===== src/inc/rbpe_pkg.sv =====
// Constants and types of the registered buffer with parity error reporting.
// Assumes one 100 MHz clock and a synchronous, active-high reset.
package rbpe_pkg;

  // ----------------------------------------------------------------------
  // Widths
  // ----------------------------------------------------------------------
  localparam int unsigned DATA_W   = 25;       // Data inputs, 1:1 width
  localparam int unsigned FAN_W    = 14;       // Data inputs used in 1:2 mode
  localparam int unsigned OUT_W    = 2 * FAN_W; // Registered output pins

  // ----------------------------------------------------------------------
  // Parity and error timing
  // ----------------------------------------------------------------------
  localparam logic        PAR_BAD     = 1'b1;  // Even parity: a set sum is an error
  localparam logic [1:0]  HOLD_CYCLES = 2'h2;  // Least low time of the error flag
  localparam logic [1:0]  HOLD_LOAD   = HOLD_CYCLES - 2'h1;
  localparam logic [1:0]  HOLD_ZERO   = 2'h0;
  localparam logic [OUT_W-1:0] OUT_RST = '0;

  // ----------------------------------------------------------------------
  // Configuration straps and decoded mode
  // ----------------------------------------------------------------------
  typedef struct packed {
    logic pair_half_select;  // Low: first of a pair, high: second
    logic fanout_select;     // Low: 25-bit 1:1, high: 14-bit 1:2
  } rbpe_cfg_t;

  typedef enum logic [2:0] {
    RBPE_SINGLE = 3'b001,
    RBPE_PAIR_A = 3'b010,
    RBPE_PAIR_B = 3'b100
  } rbpe_mode_t;

endpackage : rbpe_pkg


===== src/verilog/rbpe_core.sv =====
// Registered command/address buffer with parity check and error flag.
// Assumes the controller meets setup/hold to clk_i and the straps stay static.
`timescale 1ns/1ps
`default_nettype none

module rbpe_core
  import rbpe_pkg::*;
(
  input  wire logic              clk_i,
  input  wire logic              sys_rst_i,
  input  wire rbpe_cfg_t         cfg_i,
  input  wire logic [DATA_W-1:0] data_i,
  input  wire logic              dcs_n_i,
  input  wire logic              csr_n_i,
  input  wire logic              parity_in_i,
  output logic [OUT_W-1:0]       registered_outputs_o,
  output logic                   partial_parity_out_o,
  output logic                   parity_error_n_o,
  output logic                   parity_error_oe_o
);

  // ----------------------------------------------------------------------
  // Mode decode
  // ----------------------------------------------------------------------
  function automatic rbpe_mode_t mode_of(input rbpe_cfg_t c);
    if (!c.fanout_select) begin
      mode_of = RBPE_SINGLE;
    end else if (!c.pair_half_select) begin
      mode_of = RBPE_PAIR_A;
    end else begin
      mode_of = RBPE_PAIR_B;
    end
  endfunction : mode_of

  function automatic logic [OUT_W-1:0] fan_out(input logic [DATA_W-1:0] d,
                                                input rbpe_cfg_t c);
    if (c.fanout_select) begin
      fan_out = {d[FAN_W-1:0], d[FAN_W-1:0]};
    end else begin
      fan_out = {{(OUT_W-DATA_W){1'b0}}, d};
    end
  endfunction : fan_out

  rbpe_mode_t mode;
  assign mode = mode_of(cfg_i);

  // ----------------------------------------------------------------------
  // Data capture and parity pipeline
  // ----------------------------------------------------------------------
  logic [DATA_W-1:0] data_q;
  logic [DATA_W-1:0] next_data_q;
  logic [OUT_W-1:0]  next_outputs;
  logic              next_ppo;
  logic              err_stage;
  logic              next_err_stage;
  logic              check_bad;

  // Parity follows its data by one cycle, so it meets data_q, not data_i
  assign check_bad = ((^data_q) ^ parity_in_i) == PAR_BAD;

  // Outputs freeze when both selects are high; parity keeps being checked
  always_comb begin
    next_data_q    = data_i;
    next_outputs   = registered_outputs_o;
    next_ppo       = (^data_q) ^ parity_in_i;
    next_err_stage = check_bad;
    if (!dcs_n_i || !csr_n_i) begin
      next_outputs = fan_out(data_i, cfg_i);
    end
    if (sys_rst_i) begin
      next_data_q    = '0;
      next_outputs   = OUT_RST;
      next_ppo       = 1'b0;
      next_err_stage = 1'b0;
    end
  end

  always_ff @(posedge clk_i) begin
    data_q               <= next_data_q;
    registered_outputs_o <= next_outputs;
    partial_parity_out_o <= next_ppo;
    err_stage            <= next_err_stage;
  end

  // ----------------------------------------------------------------------
  // Error flag with minimum low time
  // ----------------------------------------------------------------------
  logic       err_fresh;
  logic       err;
  logic       next_err;
  logic [1:0] hold_cnt;
  logic [1:0] next_hold_cnt;

  // The pair's first half reports one edge earlier than the other modes
  always_comb begin
    unique case (mode)
      RBPE_PAIR_A: err_fresh = check_bad;
      RBPE_SINGLE: err_fresh = err_stage;
      RBPE_PAIR_B: err_fresh = err_stage;
    endcase
  end

  // A new error restarts the hold, so a burst keeps the flag low throughout
  always_comb begin
    next_err      = err_fresh || (err && hold_cnt != HOLD_ZERO);
    next_hold_cnt = HOLD_ZERO;
    if (err_fresh) begin
      next_hold_cnt = HOLD_LOAD;
    end else if (hold_cnt != HOLD_ZERO) begin
      next_hold_cnt = hold_cnt - 2'h1;
    end
    if (sys_rst_i) begin
      next_err      = 1'b0;
      next_hold_cnt = HOLD_ZERO;
    end
  end

  // Open drain: the pin level is always low, only the enable moves
  always_ff @(posedge clk_i) begin
    err               <= next_err;
    hold_cnt          <= next_hold_cnt;
    parity_error_oe_o <= next_err;
    parity_error_n_o  <= 1'b0;
  end

  // ----------------------------------------------------------------------
  // Assertions
  // ----------------------------------------------------------------------
  logic past_rst;
  always_ff @(posedge clk_i) begin
    past_rst <= sys_rst_i;
  end

  single_latency_a : assert property (@(posedge clk_i) disable iff (sys_rst_i)
    (mode == RBPE_SINGLE && check_bad) |=> ##1 parity_error_oe_o)
    else $error("single mode error not flagged two edges after data");

  single_quiet_a : assert property (@(posedge clk_i) disable iff (sys_rst_i || past_rst)
    (mode == RBPE_SINGLE && !$past(check_bad, 2) && !$past(parity_error_oe_o) &&
     $stable(mode)) |-> !parity_error_oe_o)
    else $error("single mode error raised without a bad parity");

  pair_a_latency_a : assert property (@(posedge clk_i) disable iff (sys_rst_i)
    (mode == RBPE_PAIR_A && check_bad) |=> parity_error_oe_o)
    else $error("pair A error not flagged one edge after data");

  err_hold_a : assert property (@(posedge clk_i) disable iff (sys_rst_i)
    $rose(parity_error_oe_o) |=> parity_error_oe_o)
    else $error("error flag released before two cycles");

  // A reset cut the flag short on the edge before, so skip that one edge
  err_release_a : assert property (@(posedge clk_i) disable iff (sys_rst_i || past_rst)
    $fell(parity_error_oe_o) |-> $past(hold_cnt) == HOLD_ZERO && !$past(err_fresh))
    else $error("error flag released while hold pending");

  rst_err_clear_a : assert property (@(posedge clk_i)
    sys_rst_i |=> !parity_error_oe_o && hold_cnt == HOLD_ZERO)
    else $error("reset did not clear the error flag");

  rst_out_low_a : assert property (@(posedge clk_i)
    sys_rst_i |=> registered_outputs_o == OUT_RST && !partial_parity_out_o)
    else $error("reset did not force outputs low");

  pin_low_a : assert property (@(posedge clk_i) disable iff (sys_rst_i)
    parity_error_oe_o |-> !parity_error_n_o)
    else $error("open drain pin driven high");

  // Both selects high: the capture path must leave the outputs alone
  out_freeze_a : assert property (@(posedge clk_i) disable iff (sys_rst_i)
    (dcs_n_i && csr_n_i) |=> $stable(registered_outputs_o))
    else $error("outputs moved while both selects high");

  // Partial parity carries the checked sum of the word one edge earlier
  ppo_sum_a : assert property (@(posedge clk_i) disable iff (sys_rst_i)
    1'b1 |=> partial_parity_out_o == $past((^data_q) ^ parity_in_i))
    else $error("partial parity does not match the checked word");

  // A fresh error while the flag is low must keep it low another edge
  err_extend_a : assert property (@(posedge clk_i) disable iff (sys_rst_i)
    (parity_error_oe_o && err_fresh) |=> parity_error_oe_o)
    else $error("error flag dropped despite a new error");

  // The hold counter never leaves its loaded range
  hold_range_a : assert property (@(posedge clk_i) disable iff (sys_rst_i)
    hold_cnt <= HOLD_LOAD)
    else $error("hold counter out of range");

  // ----------------------------------------------------------------------
  // Cover properties
  // ----------------------------------------------------------------------
  // Freeze lasting two edges, the case most likely to hide a stale output
  freeze_c : cover property (@(posedge clk_i) disable iff (sys_rst_i)
    (dcs_n_i && csr_n_i) ##1 (dcs_n_i && csr_n_i));

  single_err_c : cover property (@(posedge clk_i) disable iff (sys_rst_i)
    mode == RBPE_SINGLE ##0 check_bad ##2 parity_error_oe_o);

  pair_a_err_c : cover property (@(posedge clk_i) disable iff (sys_rst_i)
    mode == RBPE_PAIR_A ##0 check_bad ##1 parity_error_oe_o);

  rst_during_err_c : cover property (@(posedge clk_i)
    parity_error_oe_o ##1 sys_rst_i);

  burst_hold_c : cover property (@(posedge clk_i) disable iff (sys_rst_i)
    parity_error_oe_o [*4]);

endmodule : rbpe_core

`default_nettype wire


===== config.mk =====
export PLATFORM = sky130hd
export DESIGN_NAME = rbpe_core
export DESIGN_NICKNAME = d
export VERILOG_FILES = /design/src/inc/rbpe_pkg.sv /design/src/verilog/rbpe_core.sv
export SDC_FILE = /design/constraint.sdc
export NUM_CORES = 1
export LEC_CHECK = 0
export ABC_AREA = 1
export BUFFER_PORTS_ARGS = -buffer_cell sky130_fd_sc_hd__buf_2
export CORE_AREA = 2 2 98 53
export DETAILED_ROUTE_END_ITERATION = 12
export DIE_AREA = 0 0 100 55
export PLACE_DENSITY = 0.8
export SLEW_MARGIN = 20
export SYNTH_ARGS = -nofsm -noshare
export SYNTH_HDL_FRONTEND = slang
export SYNTH_SLANG_ARGS = --single-unit

===== constraint.sdc =====
create_clock -name clk_i -period 3.3 [get_ports clk_i]
set_input_delay 0.33 -clock clk_i [delete_from_list [all_inputs] [get_ports clk_i]]
set_output_delay 0.33 -clock clk_i [all_outputs]
set_load 0.02 [all_outputs]

* After elaboration in Yosys (flattened, before gate mapping) *
Cells that the tools add are included.
W data, S select, Z words.

storage, ports and cells
  flip-flop bits (word level) = 57
  logic and storage cells = 27

operators by class
  $add $sub $neg = 1
  equality and inequality tests = 3
  multiplexer cells = 6
  bitwise logic cells = 2
  reduce and logical (&&, ||, !) cells = 9

operators with widths
  cell                   number
  $mux W28               1
  $reduce_xor A25 Y1     1
  $mux W3                2
  $eq A3 B1 Y1 const B   1
  $eq A3 B2 Y1 const B   1
  $eq A3 B3 Y1 const B   1
  $reduce_or A3 Y1       1
  $logic_not A1 Y1       2
  $logic_or A1 B1 Y1     2
  $mux W1                2
  $pmux W1 S2            1
  $reduce_bool A2 Y1     1
  $reduce_or A2 Y1       1
  $sub A2 B1 Y2 const B  1
  $logic_and A1 B1 Y1    1
  $not A1 Y1             1
  $xor A1 B1 Y1          1

* Logic depth before layout (Yosys ltp) *
Gate-level depths: netlist (run 1).

  word-level depth = 6
  gate-level depth with buffers = 14

* Least setup slack after synthesis (run 1) *
No wires, ideal clock.

  path type = register to register
  start = register data_q[16]
  end = register err
  setup time = 127 ps
  arrival = 1,118 ps
  slack = 2,055 ps
  cell stages (with the launch flop) = 14
  path buffers = 0
  period minus slack after synthesis = 1,245 ps
  cell sequence = dfxtp_1 > inv_1 > nand2_2 > nand2_1 > nand2_2 > nand3_1 > nand2_1 > nand2_1 > nand3_2 > nand2_1 > nand2_2 > nand3_2 > nand2_2 > a21oi_1

on the way
  longest elaborated chain between the ends = 4

ends and longest elaborated chain
  element                 RTL line          text
  from (decl)             rbpe_core.sv:50   logic [DATA_W-1:0] data_q;
  from (signal assigned)  rbpe_core.sv:79   data_q <= next_data_q;
  $reduce_xor A25 Y1      rbpe_core.sv:59   assign check_bad = ((^data_q) ^ parity_in_i) == PAR_BAD;
  $xor A1 B1 Y1           rbpe_core.sv:59
  $pmux W1 S2             rbpe_core.sv:96   unique case (mode)
  $logic_or A1 B1 Y1      rbpe_core.sv:105  next_err = err_fresh || (err && hold_cnt != HOLD_ZERO);
  to (signal assigned)    rbpe_core.sv:120  err <= next_err;
  to (decl)               rbpe_core.sv:89   logic err;

No other way between the ends.
A chain may end at the register's enable or synchronous reset.

* Worst setup path in the final report (run 1) *
  start = register data_q[4]
  end = register hold_cnt[0]

on the way
  longest elaborated chain between the ends = 4

ends and longest elaborated chain
  element               RTL line          text
  $reduce_xor A25 Y1    rbpe_core.sv:59
  $xor A1 B1 Y1         rbpe_core.sv:59
  $pmux W1 S2           rbpe_core.sv:96
  $mux W1               rbpe_core.sv:107  if (err_fresh) begin
  to (signal assigned)  rbpe_core.sv:121  hold_cnt <= next_hold_cnt;
  to (decl)             rbpe_core.sv:91   logic [1:0] hold_cnt;

No other way between the ends.

==> flow_summary.json, run 1 <==
{
  "wl_per_cell_um": 11.3,
  "yosys_warnings": 0,
  "fillCellCount": 427,
  "slew_headroom_pct": 57.5,
  "drv_cap": 0,
  "synth_top_area_cell": "dfxtp_1",
  "vdd_drop_max_v": 0.000218,
  "synthTopCellsByArea": "dfxtp_1, nand2_1, inv_1",
  "yosys-top-cells-count": "nand2_1, dfxtp_1, inv_1",
  "grt_pass1_wl_um": 8590,
  "start_util_pct": 52.0,
  "yosys.area.top_type_share_pct": 46.8,
  "die_h_um": 55,
  "hold_path.class": "input pin to flip-flop",
  "rsz0062_at_grt": "false",
  "seq_area_mm2": 0.00114,
  "antenna_left": 0,
  "timing.critical_path.from": "data_q[4]",
  "area_growth_syn_to_layout_pct": 21.2,
  "gp_congestion": 0.829,
  "grt_pass1_vias": 1947,
  "seq_area_frac_synth_pct": 46.8,
  "crit_path_end": "hold_cnt[0]",
  "synth_area_mm2": 0.00244,
  "required_ns": 3.49,
  "ys.flop_type": "dfxtp_1",
  "rr_endpoint": "hold_cnt[0]",
  "antenna_cells": 0,
  "final_cells": 471,
  "whs_path_depth": 3,
  "htree_levels": 3,
  "critPathKind": "flip-flop to flip-flop",
  "hold_violations": 0,
  "postCtsResizedCells": 0,
  "core_area_mm2": 0.00468,
  "avgSynthCellArea_um2": 7.00,
  "r2r_cells": 13,
  "worst_pin_slew_ns": 0.638,
  "crit_arrival_ns": 1.63,
  "firstDrtPassIters": 4,
  "cts-root-buf": "clkbuf_8",
  "ys_types": 19,
  "placed_cells": 455,
  "grt_max_degree": 52,
  "r2r_start": "data_q[4]",
  "critPathCaptureType": "flip-flop",
  "synth_edf_count": 0,
  "drv_slew": 0,
  "fin_worst_skew_ns": 0.00482,
  "grt-ovfl-total": 0,
  "cts_tree": "done",
  "yosysMostFrequentCell": "nand2_1",
  "final_nets": 440,
  "clock_latency_ns": 0.33,
  "drc": 0,
  "max_freq_ghz": 0.696,
  "async_reset_ff_share_pct": 0,
  "status": "completed",
  "wirelength_um": 5340,
  "tns_ns": 0,
  "antenna_found_initial": 0,
  "die_w_um": 100,
  "r2r_slack_ns": 1.86,
  "via_count": 2228,
  "crit_fanout": 3,
  "multiInputGateArea_mm2": 0.00103,
  "p_leak_nw": 1.58,
  "rows": 18,
  "cts_buffers": 9,
  "period_minus_slack_ns": 1.44,
  "path_clk_slew_ns": 0.06,
  "die-area_mm2": 0.00550,
  "viasPerCell": 4.73,
  "grt_use_total_pct": 21.0,
  "drive_gt1_share_pct": 22.6,
  "dp_hpwl_um": 3870,
  "start_kind": "flip-flop",
  "postCtsSetupBuffers": 0,
  "port-buffer-count": 61,
  "fin_crit_sh_pct": 43.6,
  "io_pins": 63,
  "postCtsHoldBufs": 0,
  "finalSetupViolCount": 0,
  "yosys_register_bits": 57,
  "clock_path_buffers": 2,
  "syn_nets": 382,
  "p_per_area_mw_per_mm2": 565,
  "drt_iter0_drc": 67,
  "clock_sinks": 57,
  "synthCells": 348
}
critical path, stage by stage, from the launching register on:
cell and delay [ns]:
dfxtp_1 0.36, inv_2 0.04, nand2_1 0.05, nand2_1 0.08, nand2_1 0.08, nand3_1 0.11, nand2_1 0.08, nand2_1 0.06
nand2_2 0.08, inv_2 0.04, nand3_2 0.08, nand3_2 0.09, nand2_2 0.08, a21oi_1 0.06
registers in the layout (all words and copies together) (netlist names):
| signal | count |
|---|---|
| registered_outputs_o | 28 |
| data_q | 25 |
| hold_cnt | 2 |
| err | 1 |
| err_stage | 1 |
cells by family after synthesis:
family          Yosys count  synth area share, %
buf+inv                  69                 10.8
compound gates           65                 13.4
other cells               1                0.154
flops                    57                 46.8
simple gates            146                 25.0
xor+xnor                  8                 2.88
fa+ha+maj                 2                 1.03
area by class of cell:
cell class              instances  share of cell area [%]
well taps                      60                    2.54
inverters                      54                    6.86
repair buffers                 62                    10.6
flip-flops and latches         57                    38.6
multi-input cells             222                    35.0
clock inverters                 3                    1.36
clock buffers                  13                    5.04
per-layer routing:
metal  share of wire (%)  up-vias  global-route usage, %
met5                   0        -                      0
met1                  49      976                   25.6
met3                 7.2       15                   8.17
met4                 1.5        0                   8.45
li1                    -     1176                      -
met2                  43       61                   34.5
how the worst min path moves through the flow:
stage / start / to / slack (ns)
floorplan: data_i[11] / data_q[11] / 0.44
global placement: registered_outputs_o[11] / registered_outputs_o[11] / 0.45
detailed placement: registered_outputs_o[13] / registered_outputs_o[13] / 0.46
CTS: data_i[20] / data_q[20] / 0.21
global route: data_i[18] / data_q[18] / 0.21
finish: data_i[20] / data_q[20] / 0.21
power breakdown:
group	switching (mW)	internal (mW)	total, mW
Combinational	0.179	0.0998	0.279
Clock	0.258	0.367	0.626
Sequential	0.0273	0.738	0.766
per-stage QoR:
stage | setup slack (ns) | utilization, % | area (um2) | power [mW] | hold slack [ns]
finish | 1.86 | 63.0 | 2950 | 1.67 | 0.212
global route | 1.66 | 63.0 | 2950 | 1.76 | 0.214
CTS | 1.87 | 63.0 | 2950 | 1.68 | 0.206
detailed placement | 1.57 | 59.0 | 2760 | 1.06 | 0.457
global placement | 1.61 | 59.0 | 2760 | 1.05 | 0.452
floorplan | 2.05 | - | 2440 | 0.974 | 0.437
layout by cell type, fill, tap and decap left out, drive strengths merged:
cell type	Yosys	final
nand3	14	14
nor2	31	31
clkinv	0	2
ha	2	2
xnor2	4	4
nand2	100	100
conb	1	1
buf	2	62
or2	1	1
inv	54	54
xor2	4	4
bufinv	0	1
clkbuf	13	13
dfxtp	57	57
o21ai	33	33
a21oi	32	32
Power figures use the tool's default switching activity.
==> inputs of run 2 (changes only) <==
CORE_AREA = 2 2 100 54   (was 2 2 98 53)
DIE_AREA = 0 0 102 56   (was 0 0 100 55)
PLACE_DENSITY = 0.77   (was 0.8)
clock period = 1.35 ns   (was 3.3 ns; I/O delays follow)
==> run 2 against run 1 <==
Effect of this change: the run now ends with setup timing left; die area up 3.9%; register-to-register slack got worse by 2.0 ns; cell count rose by 3.0%; clock power is 100% higher; non-clock buffer count up 4; worst setup slack worse by 2.0 ns; clock-buffer cell count is 1 lower; critical endpoint unchanged; sequential cell count unchanged; first-iteration DRC count is 12% higher; utilization is 1.4 points higher.
==> flow_summary.json, run 2 (synthesized netlist as in run 1, its figures left out) <==
{
  "cts_buffers": 9,
  "start_util_pct": 51.0,
  "cts-root-buf": "clkbuf_8",
  "fin_ws_ns": -0.0927,
  "firstDrtPassIters": 4,
  "rows": 18,
  "die-area_mm2": 0.00571,
  "crit_family": "simple AND/OR/NAND/NOR gates",
  "wl_per_cell_um": 11.7,
  "drc": 0,
  "die_h_um": 56,
  "hold_path.class": "input pin to flip-flop",
  "port-buffer-count": 61,
  "path_clk_slew_ns": 0.06,
  "r2r_slack_ns": -0.09,
  "via_count": 2330,
  "period_minus_slack_ns": 1.44,
  "grtUsageMet3_pct": 7.66,
  "final_cells": 485,
  "wirelength_um": 5680,
  "drv_cap": 0,
  "stdcell_area_mm2": 0.00308,
  "critPathCaptureType": "flip-flop",
  "clock_path_buffers": 2,
  "violations": "setup timing",
  "htree_levels": 3,
  "grt_pass1_wl_um": 9160,
  "area_growth_syn_to_layout_pct": 26.3,
  "final_nets": 444,
  "crit_fanout": 3,
  "finalSetupViolCount": 3,
  "status": "complete, but fails checks",
  "io_pins": 63,
  "dpl_cell_area_mm2": 0.00282,
  "core_area_mm2": 0.00477,
  "grt_use_met2_pct": 33.1,
  "multiInputGateArea_mm2": 0.00110,
  "max_freq_ghz": 0.693,
  "fin_crit_sh_pct": 107,
  "vdd_drop_max_v": 0.000747,
  "seq_area_mm2": 0.00116,
  "top_register": "registered_outputs_o",
  "grt-ovfl-total": 0,
  "antenna_left": 0,
  "dp_hpwl_um": 4010,
  "critPathSlowestCell": "dfxtp_2",
  "fin_worst_skew_ns": 0.00391,
  "hold_violations": 0,
  "final_cell_mix": "nand2_1, buf_2, inv_1, dfxtp_1, o21ai_0",
  "clock_latency_ns": 0.33,
  "cp_cell_sequence": "inv_1, nand2_2, nand2_2, nand2_2, nand2_2, nand2_2, nand2_2, nand2_2, nand3_2, nand2_2, nand2_2, nand3_2, nand2_2, a21oi_1",
  "required_ns": 1.56,
  "fillCellCount": 454,
  "viasPerCell": 4.80,
  "antenna_found_initial": 0,
  "grt-busiest-layer": "met2",
  "antenna_cells": 0,
  "final_common_cell": "nand2_1",
  "grt_use_total_pct": 20.6,
  "grt_pass1_vias": 2216,
  "start_kind": "flip-flop",
  "largest_reg_flops": 28,
  "crit_arrival_ns": 1.65,
  "grt_use_met1_pct": 24.5,
  "cpMostUsedCell": "nand2_2",
  "worst_path_largest_cell_delay_ns": 0.32,
  "clock_sinks": 57,
  "drt_iter0_drc": 75,
  "p_leak_nw": 1.61,
  "cts_tree": "done",
  "drv_slew": 0,
  "rsz0062_at_grt": "true",
  "path_buf_inv": 1,
  "top_regs": "registered_outputs_o (28), data_q (25), hold_cnt (2)",
  "drive_gt1_share_pct": 32.5,
  "p_per_area_mw_per_mm2": 1270,
  "gp_congestion": 0.753,
  "grt_max_degree": 52,
  "die_w_um": 102,
  "critPathKind": "flip-flop to flip-flop",
  "placed_cells": 468
}
run 2: cell types whose count changed in the layout (fill, tap and decap cells not counted), sizes merged:
cell	change
clkinv	+2
buf	+3
bufinv	-1
clkbuf	-1
dlygate4sd3	+1
run 2: routing by layer:
layer | share of wire (%) | wire length, um
met5 | 0 | 0
met3 | 7.2 | 410
met4 | 2.2 | 125
met2 | 46 | 2590
met1 | 45 | 2550
run 2: path summary, 6_finish.rpt:
check             depth (start not counted)                     start                        to
setup / recovery                         14                data_q[17]               hold_cnt[0]
hold / removal                            3                data_i[23]                data_q[23]
setup reg to reg                         14                data_q[17]               hold_cnt[0]
hold reg to reg                           2  registered_outputs_o[13]  registered_outputs_o[13]
run 2: cell type report:
| type | count | share of cell area, % |
|---|---|---|
| clock buffer | 12 | 4.39 |
| clock inverter | 4 | 0.651 |
| inverter | 54 | 6.59 |
| multi-input combinational | 222 | 35.7 |
| sequential | 57 | 37.8 |
| tap | 70 | 2.85 |
| timing repair buffer | 66 | 12.0 |
run 2: what timing repair did:
action                                  CTS  global route
buffers inserted                          0             0
hold endpoints to repair                  1             0
endpoints found under the setup margin    3             4
hold buffers                              1             0
gates resized for setup                  11            29
pin swaps                                10            15
run 2: worst min-delay path, stage by stage:
cell,delay (ns)
buf_2,0.10
inv_1,0.04
nor2_1,0.03
run 2: report_power, final:
group,total [mW],switching (mW),internal (mW)
clock,1.28,0.626,0.653
combinational,0.742,0.467,0.275
sequential,1.88,0.0694,1.81
run 2: stage by stage:
stage                     hold WS (ns)  setup TNS (ns)  setup WS [ns]  power, mW  util [%]
after floorplan                  0.242               0          0.105       2.38         -
after global placement           0.353        -0.00826       -0.00444       2.58      59.1
after detailed placement         0.362          -0.135        -0.0679       2.60      59.1
after CTS                      0.00358          -0.147        -0.0738       3.90      63.2
after global routing           0.00662          -0.546         -0.181       4.12      64.4
final                           0.0126          -0.213        -0.0927       3.90      64.4
==> inputs of run 3 (changes only) <==
CTS_CLUSTER_SIZE = 28   (was default)
clock period = 1.5 ns   (was 1.35 ns; I/O delays follow)
==> run 3 against run 2 <==
Effect of this change: sequential cell count unchanged; highest routed layer unchanged; design area up 1.3%; clock power up 9%; routed wire length up 2.7%; global-route usage up 0.45 points; critical endpoint is now err; total power down 3.4%; critical path depth down 1; die area unchanged; sequential power down 10%; the flow now finishes without violations; worst setup slack better by 0.098 ns.
==> flow_summary.json, run 3 (synthesized netlist as in run 1, its figures left out) <==
{
  "antenna_left": 0,
  "via_count": 2298,
  "wl_per_cell_um": 12.0,
  "max_freq_ghz": 0.669,
  "stdcell_area_mm2": 0.00312,
  "fin_ws_ns": 0.00487,
  "antenna_found_initial": 0,
  "tns_ns": 0,
  "drv_cap": 0,
  "drt_iter0_drc": 79,
  "fillCellCount": 439,
  "grt-ovfl-total": 0,
  "p_sw_mw": 1.10,
  "die_w_um": 102,
  "clock_sinks": 57,
  "dpl_cell_area_mm2": 0.00282,
  "grt_pass1_vias": 2086,
  "seqPwrFrac_pct": 44.9,
  "grt_pass1_wl_um": 9220,
  "p_clk_share_pct": 37.3,
  "cts_tree": "done",
  "viasPerCell": 4.74,
  "start_kind": "flip-flop",
  "vdd_drop_max_v": 0.000707,
  "grt_max_degree": 37,
  "drive_gt1_share_pct": 31.8,
  "port-buffer-count": 61,
  "largest_reg_flops": 28,
  "gp_congestion": 0.791,
  "post-place-ws_ns": 0.111,
  "finalSetupViolCount": 0,
  "top_register": "registered_outputs_o",
  "htree_levels": 3,
  "core_area_mm2": 0.00477,
  "crit_arrival_ns": 1.76,
  "cpMostUsedCell": "nand2_2",
  "area_growth_syn_to_layout_pct": 27.9,
  "top_regs": "registered_outputs_o (28), data_q (25), hold_cnt (2)",
  "io_pins": 63,
  "cp_cell_sequence": "nand2_1, nand2_2, nand2_4, nand2_2, nand2_2, nand2_2, nand2_2, nand3_2, nand2_1, nand2_2, nand3_2, nand2_2, a21oi_2",
  "crit_fanout": 3,
  "antenna_cells": 0,
  "path_clk_slew_ns": 0.06,
  "p_total_mw": 3.77,
  "die_h_um": 56,
  "hold_violations": 0,
  "fin_worst_skew_ns": 0.00679,
  "drv_slew": 0,
  "drc": 0,
  "p_int_mw": 2.67,
  "seq_area_mm2": 0.00116,
  "hold_path.class": "input pin to flip-flop",
  "clock_latency_ns": 0.34,
  "grt_use_total_pct": 21.1,
  "period_minus_slack_ns": 1.50,
  "clock_path_buffers": 2,
  "start_util_pct": 51.0,
  "wirelength_um": 5830,
  "final_cell_mix": "nand2_1, buf_2, inv_1, dfxtp_1, o21ai_0",
  "swShare_pct": 29.1,
  "rsz0062_at_grt": "true",
  "combinationalPowerShare_pct": 17.9,
  "critPathCaptureType": "flip-flop",
  "critPathKind": "flip-flop to flip-flop",
  "p_per_area_mw_per_mm2": 1210,
  "die-area_mm2": 0.00571,
  "fin_crit_sh_pct": 99.7,
  "critPathSlowestCell": "dfxtp_2",
  "rows": 18,
  "final_nets": 444,
  "multiInputGateArea_mm2": 0.00112,
  "cts_buffers": 9,
  "cts-root-buf": "clkbuf_8",
  "p_leak_nw": 1.62,
  "final_common_cell": "nand2_1",
  "final_core_util_pct": 65.3,
  "dp_hpwl_um": 4090,
  "required_ns": 1.77,
  "worst_path_largest_cell_delay_ns": 0.32,
  "firstDrtPassIters": 4,
  "status": "completed"
}
## run 3: changes by cell type in the layout (fill, tap and decap cells not counted), moves of 3 or more
cell | previous run | this run
clkbuf_1 | 3 | 0
nand2_1 | 81 | 85
dfxtp_1 | 39 | 45
dfxtp_2 | 18 | 12
nand2_2 | 19 | 14
## run 3: area by class of cell
cell class                      count  share of cell area [%]
Multi-Input combinational cell    222                    35.9
Tap cell                           70                    2.81
Timing Repair Buffer               66                    11.4
Clock buffer                       10                    4.42
Inverter                           54                    6.51
Clock inverter                      6                    1.85
Sequential cell                    57                    37.1
## run 3: what timing repair did
item,CTS,global route
endpoints found under the hold margin,0,0
gates resized for setup,0,36
buffers inserted,0,0
hold buffers,0,0
setup endpoints to repair,0,4
## run 3: stage by stage
stage                     hold WS, ns  std cells
after floorplan                 0.257        348
after global placement          0.370        469
after detailed placement        0.377        469
after CTS                      0.0137        485
after global routing           0.0168        485
final                          0.0275        485
## run 3: worst max-delay path: cells and delay by family, from the launching register on
family / cells / cell delay (ns)
AND/OR/NAND/NOR: 12 / 0.98
AO/OA/AOI/OAI: 1 / 0.13
flip-flops: 1 / 0.32
## run 3: final timing paths
path | from | to | slack (ns) | cells past startpoint
worst max-delay path | data_q[16] | err | 0.005 | 13
worst max register to register | data_q[16] | err | 0.005 | 13
worst min-delay path | data_i[21] | data_q[21] | 0.03 | 3
worst min register to register | registered_outputs_o[12] | registered_outputs_o[12] | 0.46 | 2
## run 3: power by group through the flow
stage / clock [mW] / combinational, mW / sequential (mW)
floorplan: 0 / 0.356 / 1.79
detailed placement: 0 / 0.628 / 1.71
CTS: 1.44 / 0.634 / 1.68
finish: 1.40 / 0.673 / 1.69
global route: 1.52 / 0.756 / 1.70
global placement: 0 / 0.606 / 1.71
## run 3: layer usage
layer,global-route usage [%],wire [um]
met1,26.1,2600
met2,32.3,2600
met3,8.42,516
met4,9.33,111
met5,0,0
